===== src/core/fatu_pkg.sv =====
// Package for the fetch address trap unit: ranges, timings and carriers.
package fatu_pkg;
  localparam int ADDR_W = 16;
  localparam logic [15:0] RAM_LO = 16'h0040;
  localparam logic [15:0] RAM_HI = 16'h013f;
  localparam logic [15:0] SFR_LO = 16'h0000;
  localparam logic [15:0] SFR_HI = 16'h003f;
  localparam int CLK_HZ = 20000000;
  localparam int HF_CLK_HZ = 16000000;
  localparam int RST_HF_PERIODS = 24;
  // Longest reset: 24 high-frequency periods, rounded down, at least one.
  localparam int RST_CYC_RAW = (RST_HF_PERIODS * (CLK_HZ / 1000)) /
    (HF_CLK_HZ / 1000);
  localparam int RST_CYC = (RST_CYC_RAW < 1) ? 1 : RST_CYC_RAW;
  localparam int CNT_W = 6;
  localparam logic [CNT_W-1:0] RST_LAST = CNT_W'(RST_CYC - 1);
  localparam logic [CNT_W-1:0] CNT_ZERO = 6'h00;

  typedef struct packed {
    logic valid;
    logic [15:0] addr;
  } fatu_fetch_t;

  typedef struct packed {
    logic in_sfr;
    logic in_ram;
  } fatu_hit_t;

  typedef enum logic [0:0] {FATU_RUN, FATU_RESET} fatu_state_t;
endpackage


===== src/core/fatu_top.sv =====
// Fetch address trap unit: traps fetches from special or RAM areas.
// Notes on behaviour
// RQ1: A trap raises an interrupt or a reset request, per the select bit.
// RQ2: With select 0, special or armed RAM fetches raise the interrupt.
// RQ3: The trap interrupt is non-maskable, ignoring the master flag.
// RQ4: A new trap interrupt is taken at once even during another one.
// RQ5: Software must not nest trap interrupts without the return.
// RQ6: Software sets the stack pointer before choosing interrupt traps.
// RQ7: With select 1, the same offending fetches raise a reset request.
// RQ8: A trap reset resets all internal hardware of the controller.
// RQ9: The trap reset lasts no more than 24 high-frequency clock periods.
// RQ10: In low-speed mode one a trap reset restarts the fast oscillator.
// RQ11: A new RAM trap enable value applies only after the assign code.
// RQ12: Software clears the RAM trap enable before running code from RAM.
// RQ13: A special-area fetch traps whatever the RAM trap enable says.
// RQ14: Each offending fetch is range-checked and traps for one cycle.

`timescale 1ns/1ns
`default_nettype none
module fatu_top
  import fatu_pkg::*;
(
  // Clock and chip reset.
  input wire logic mclk,
  input wire logic resetn,
  // Fetch from the CPU core.
  input wire fatu_fetch_t fetch,
  // Trap configuration from the control bits.
  input wire logic trap_action_select,
  input wire logic ram_trap_enable,
  input wire logic assign_code_write,
  input wire logic low_speed_mode_one,
  // Requests to the CPU core and to the reset and clock logic.
  output logic trap_interrupt_request,
  output logic trap_reset_request,
  output logic internal_resetn,
  output logic high_freq_osc_restart
);
  // Reset release synchroniser.
  logic rst_s1;
  logic rst_s2;

  // Range compare results and the qualified trap conditions.
  fatu_hit_t hit;
  logic trap;
  logic int_trap;
  logic rst_trap;

  // RAM trap arming group.
  logic ram_arm;
  logic next_ram_arm;

  // Trap reset sequencer group.
  fatu_state_t state;
  fatu_state_t next_state;
  logic [CNT_W-1:0] cnt;
  logic [CNT_W-1:0] next_cnt;
  logic rst_done;

  // Request output group.
  logic next_int;
  logic next_rreq;
  logic next_irstn;
  logic next_osc;

  // All state leaves reset on the same edge. Only the second stage reads
  // the first, so a late release cannot reach the logic.
  always_ff @(posedge mclk or negedge resetn)
  begin
    if (!resetn)
    begin
      rst_s1 <= 1'b0;
      rst_s2 <= 1'b0;
    end
    else
    begin
      rst_s1 <= 1'b1;
      rst_s2 <= rst_s1;
    end
  end

  // The range compare is purely combinational on the fetch carrier.
  fatu_detect u_detect (
    .fetch(fetch),
    .hit(hit)
  );

  // Special area traps unconditionally; RAM only when armed.
  assign trap = hit.in_sfr || (hit.in_ram && ram_arm); // RQ13

  // Fetches that arrive while the trap reset runs are ignored.
  always_comb
  begin
    int_trap = 1'b0;
    rst_trap = 1'b0;
    if (trap && (state == FATU_RUN))
    begin
      int_trap = !trap_action_select; // RQ1 RQ2
      rst_trap = trap_action_select; // RQ1 RQ7
    end
  end

  // The last count ends the reset; the next fetch is judged afresh.
  assign rst_done = (state == FATU_RESET) && (cnt == RST_LAST); // RQ9

  // The armed copy follows the enable only on the assign code, and goes
  // back to its reset value while the trap reset holds the controller.
  // Software that runs code from RAM must disarm first, since an armed
  // RAM fetch is taken for a runaway program.
  always_comb
  begin
    next_ram_arm = ram_arm;
    if (assign_code_write)
    begin
      next_ram_arm = ram_trap_enable; // RQ11
    end
    if (!internal_resetn)
    begin
      next_ram_arm = 1'b1; // RQ8
    end
  end

  always_ff @(posedge mclk or negedge rst_s2)
  begin
    if (!rst_s2)
    begin
      ram_arm <= 1'b1;
    end
    else
    begin
      ram_arm <= next_ram_arm;
    end
  end

  // The counter runs from zero up to its last value while the trap reset
  // holds, which keeps the reset inside its longest allowed time.
  always_comb
  begin
    next_state = state;
    next_cnt = cnt;
    unique case (state)
      FATU_RUN:
      begin
        if (rst_trap)
        begin
          next_cnt = CNT_ZERO;
          next_state = FATU_RESET; // RQ7
        end
      end
      FATU_RESET:
      begin
        // A fetch in this state is not looked at.
        if (rst_done)
        begin
          next_state = FATU_RUN; // RQ9
        end
        else
        begin
          next_cnt = cnt + 1'b1;
        end
      end
    endcase
  end

  always_ff @(posedge mclk or negedge rst_s2)
  begin
    if (!rst_s2)
    begin
      state <= FATU_RUN;
      cnt <= CNT_ZERO;
    end
    else
    begin
      state <= next_state;
      cnt <= next_cnt;
    end
  end

  // Requests are pulsed whatever mask or service state the CPU is in,
  // so a second trap during a handler is answered at once.
  always_comb
  begin
    next_int = int_trap; // RQ2 RQ3 RQ4 RQ14
    next_rreq = rst_trap; // RQ7 RQ14
    next_irstn = 1'b1;
    next_osc = 1'b0;
    if (rst_trap)
    begin
      next_irstn = 1'b0; // RQ8
      next_osc = low_speed_mode_one; // RQ10
    end
    if ((state == FATU_RESET) && !rst_done)
    begin
      next_irstn = 1'b0; // RQ8
      // The restart stays up only while the slow mode lasts.
      next_osc = low_speed_mode_one && high_freq_osc_restart; // RQ10
    end
  end

  // Every request leaves through a flip-flop, so the far side sees clean
  // pulses and levels.
  always_ff @(posedge mclk or negedge rst_s2)
  begin
    if (!rst_s2)
    begin
      trap_interrupt_request <= 1'b0;
      trap_reset_request <= 1'b0;
      internal_resetn <= 1'b1;
      high_freq_osc_restart <= 1'b0;
    end
    else
    begin
      trap_interrupt_request <= next_int;
      trap_reset_request <= next_rreq;
      internal_resetn <= next_irstn; // RQ9
      high_freq_osc_restart <= next_osc;
    end
  end
endmodule
`default_nettype wire


===== src/core/fatu_detect.sv =====
// Range compare of one fetch address against the special and RAM areas.
`timescale 1ns/1ns
`default_nettype none
module fatu_detect
  import fatu_pkg::*;
(
  input wire fatu_fetch_t fetch,
  output fatu_hit_t hit
);
  // Offsets from the range base give one unsigned compare per range, which
  // also holds when a range starts at address zero.
  always_comb
  begin
    hit.in_sfr = fetch.valid &&
      ((fetch.addr - SFR_LO) <= (SFR_HI - SFR_LO)); // RQ14
    hit.in_ram = fetch.valid &&
      ((fetch.addr - RAM_LO) <= (RAM_HI - RAM_LO)); // RQ14
  end
endmodule
`default_nettype wire


===== config.mk =====
export PLATFORM = sky130hd
export DESIGN_NAME = fatu_top
export DESIGN_NICKNAME = d
export VERILOG_FILES = /design/src/core/fatu_pkg.sv /design/src/core/fatu_top.sv /design/src/core/fatu_detect.sv
export SDC_FILE = /design/constraint.sdc
export NUM_CORES = 1
export LEC_CHECK = 0
export BUFFER_PORTS_ARGS = -buffer_cell sky130_fd_sc_hd__buf_4
export CELL_PAD_IN_SITES_DETAIL_PLACEMENT = 0
export CELL_PAD_IN_SITES_GLOBAL_PLACEMENT = 1
export CORE_MARGIN = 3
export CORE_UTILIZATION = 33
export CTS_CLUSTER_SIZE = 10
export DETAILED_ROUTE_END_ITERATION = 10
export GPL_TIMING_DRIVEN = 0
export PLACE_DENSITY_LB_ADDON = 0.1
export SLEW_MARGIN = 15
export SYNTH_ARGS = -nofsm -noshare
export SYNTH_HDL_FRONTEND = slang
export SYNTH_SLANG_ARGS = --single-unit

===== constraint.sdc =====
create_clock -name mclk -period 0.9 [get_ports mclk]
set_input_delay 0.27 -clock mclk [delete_from_list [all_inputs] [get_ports mclk]]
set_output_delay 0.27 -clock mclk [all_outputs]
set_load 0.1 [all_outputs]

==> impl_metrics.yaml <==
sta:
  setup_viol: 15
  period_needed_ps: 1520
  fmax_ghz: 0.660
  fin_ws_ps: -616
  hold_viol: 0
  rsz0062_at_grt: "yes"
  fin_skew_ps: 3.41
  slew_violations: 0
  fin_crit_sh: 1.68
  fin_tns_setup_ps: -7520
die:
  die-area_sq_mm: 0.00245
  die_w_um: 49.5
  io_pins: 27
  design.core.area_sq_mm: 0.00176
  rows: 15
  start_util: 0.355
  die_y_um: 49.5
global_route:
  grt-ovfl-total: 0
  grt_usage: 0.118
  antenna_found_initial: 0
  grt_max_degree: 13
  grt_pass1_vias: 501
  grt_pass1_wl_mm: 2.15
critical_path:
  cp_slowest_cell: "dfstp_2"
  max_stage_delay_ps: 530
  critical_path_required_ps: 1070
  path_delay_family: "flip-flops"
  r2r_start: "ram_arm"
  cp-start-kind: "flop"
  cp.arrival_ps: 1680
  worstSetupStartpoint: "ram_arm"
  path_class: "flop to flop"
  worst-path-max-fanout: 5
  critical_path_buf_inv_count: 2
  end_kind: "flop"
  path_cells: "inv_2 -> a2111oi_4 -> and4_4 -> buf_4 -> a21oi_1"
logic_synthesis:
  synthDistinctLibCells: 25
  synth_area_sq_um: 626
  synth_fp_nets: 83
  synth_cells: 58
  synth-seq-area-share: 0.564
  yosysWarnings: 0
  ys_seq_elements: 14
  syn_area_per_cell_sq_um: 10.8
run_status:
  status: "finished with violations"
  violations: "negative setup slack"
pwr:
  intPower_uw: 1610
  powerDensity_mw_per_mm2: 2610
  pwr-share-comb: 0.410
  p_sw_uw: 951
  power_frac_seq: 0.417
  p_leak_uw: 0.000429
  peakVddDrop_mv: 1.35
  p_clk_frac: 0.173
  switching_share: 0.371
drt:
  post_drt_wl_per_cell_um: 11.4
  ant_nets: 0
  vias: 508
  wirelength_mm: 1.28
  wl_met3_um: 46
  via_per_inst: 4.54
  wl_met1_um: 546
  drtPass1Iterations: 2
  drc: 0
  top_layer: "met4"
  routed-wl-met2_um: 648
  dr.first_iter.drc_count: 3
cts:
  cts_tree: "yes"
  h-tree-depth: 1
  cts-root-buf: "clkbuf_4"
  clockBufferDepth: 2
  cts_sinks: 14
  cts_buffers: 3
  clk_latency_ps: 280
  clkTransAtPathRegs_ps: 80
finish:
  layout-drive-gt1-share: 0.494
  finalNetCount: 113
  seqCellArea_sq_um: 367
  multi_input_area_sq_um: 289
  fillers: 169
  antennaDiodeCount: 0
  area_growth_pct: 56.8
min_path:
  hp-start: "trap_action_select"
  worstHoldPathType: "primary input to flop"
placed_design:
  io_buffer_count: 20
  dp_slack_ps: -794
  globalplace.congestion: 0.697
  dp_hpwl_um: 930
flow_run:
  cap_viol_max_count: 0
==> metal layers <==
metal | global-route usage | vias to the layer above
li1 | - | 262
met1 | 0.144 | 234
met2 | 0.174 | 8
met3 | 0.0483 | 4
met4 | 0.0691 | 0
met5 | 0 | -
==> power by group through the flow <==
stage / registers (uW) / clock network, uW / logic (uW)
after global routing: 1100 / 491 / 1160
final: 1070 / 445 / 1050
after global placement: 1080 / 0 / 755
after detailed placement: 1090 / 0 / 772
after CTS: 1070 / 464 / 925
after floorplan: 1210 / 0 / 423
==> stage by stage <==
step / hold WS, ps / utilization / instances / total power [uW] / instance area (sq um)
after CTS: 128 / 0.530 / 109 / 2460 / 936
after global routing: 130 / 0.556 / 112 / 2760 / 981
final: 143 / 0.556 / 112 / 2560 / 981
after floorplan: -25.6 / - / 58 / 1640 / 638
after detailed placement: 53.3 / 0.465 / 103 / 1860 / 820
after global placement: 52.3 / 0.465 / 103 / 1840 / 820
==> state kept, by name, summed over array words and instances, names as in the netlist <==
signal and cells:
cnt 6, high_freq_osc_restart 1, trap_interrupt_request 1, ram_arm 1
state 1, rst_s1 1, trap_reset_request 1, internal_resetn 1
rst_s2 1
==> placed cells by master (no fill, tap or decap) <==
cell / n
dfrtp_4: 2
o21bai_1: 1
or3_4: 2
buf_4: 20
clkbuf_4: 3
and4_4: 1
o211ai_1: 3
o21ai_0: 2
dfrtp_2: 2
ha_2: 1
a2111oi_4: 1
xor2_1: 2
inv_1: 3
o22ai_1: 2
a21oi_2: 1
nand2b_1: 2
buf_6: 2
clkbuf_8: 1
nor2_1: 5
nand3_1: 4
conb_1: 1
dfstp_4: 1
nor4_1: 1
dlygate4sd3_1: 1
nor2b_1: 1
dfstp_2: 1
o21a_1: 1
inv_2: 1
ha_1: 1
dfrtp_1: 8
or4_1: 1
nand2_1: 3
and3_1: 1
buf_12: 3
o21ai_4: 1
a21oi_1: 1
==> worst register-to-register path: cells and delay by family, from the launching register on <==
kind                   cells  cell delay [ps]
DFF                        1              530
AOI/OAI and AO/OA          2              410
and+or+nand+nor            1              280
buffers and inverters      2              190
==> layout make-up <==
class / count / share of cell area
inverters: 4 / 0.0153
plain buffers: 1 / 0.0115
multi-input cells: 39 / 0.295
flip-flops and latches: 14 / 0.374
clock buffers: 4 / 0.0370
repair buffers: 25 / 0.236
well taps: 25 / 0.0319
==> final timing paths <==
path	end	slack (ps)	depth (start not counted)
hold / removal	trap_interrupt_request	140	2
hold reg to reg	cnt[3]	200	0
setup / recovery	cnt[5]	-620	5
max in group asynchronous	trap_interrupt_request	330	0
min in group asynchronous	cnt[3]	200	0
setup reg to reg	cnt[5]	-620	5
==> timing repair <==
action                                  in CTS  in global routing
hold endpoints to repair                     2                  0
gates cloned                                 0                  1
resized for setup                           13                  8
setup buffers                                1                  2
hold buffers                                 1                  0
endpoints found under the setup margin      15                 16
pin swaps                                    1                  4
==> logic make-up after synthesis <==
| group | synth area share |
|---|---|
| compound gates | 0.144 |
| simple gates | 0.176 |
| other cells | 0.00599 |
| fa+ha+maj | 0.0400 |
| flops | 0.564 |
| xor+xnor | 0.0280 |
| buf+inv | 0.0420 |
==> synthesized netlist by cell type <==
library cell,count,area [sq um]
xor2_1,2,17.5
a21oi_1,2,10.0
and3_1,1,6.26
o21ai_1,1,5.00
dfstp_2,2,52.6
or3_1,2,12.5
a2111oi_2,1,15.0
nor2b_1,1,6.26
nor2_1,5,18.8
or4_1,1,7.51
o21a_1,1,7.51
nand3_1,4,20.0
inv_1,4,15.0
nand2b_1,2,12.5
nor4_1,1,6.26
dfrtp_1,12,300
and4_1,1,8.76
nand2_1,3,11.3
o211ai_1,3,22.5
o21bai_1,1,7.51
o22ai_1,2,12.5
ha_1,2,25.0
o21ai_0,2,10.0
conb_1,1,3.75
buf_6,1,11.3
(Power assumes the default switching activity.)
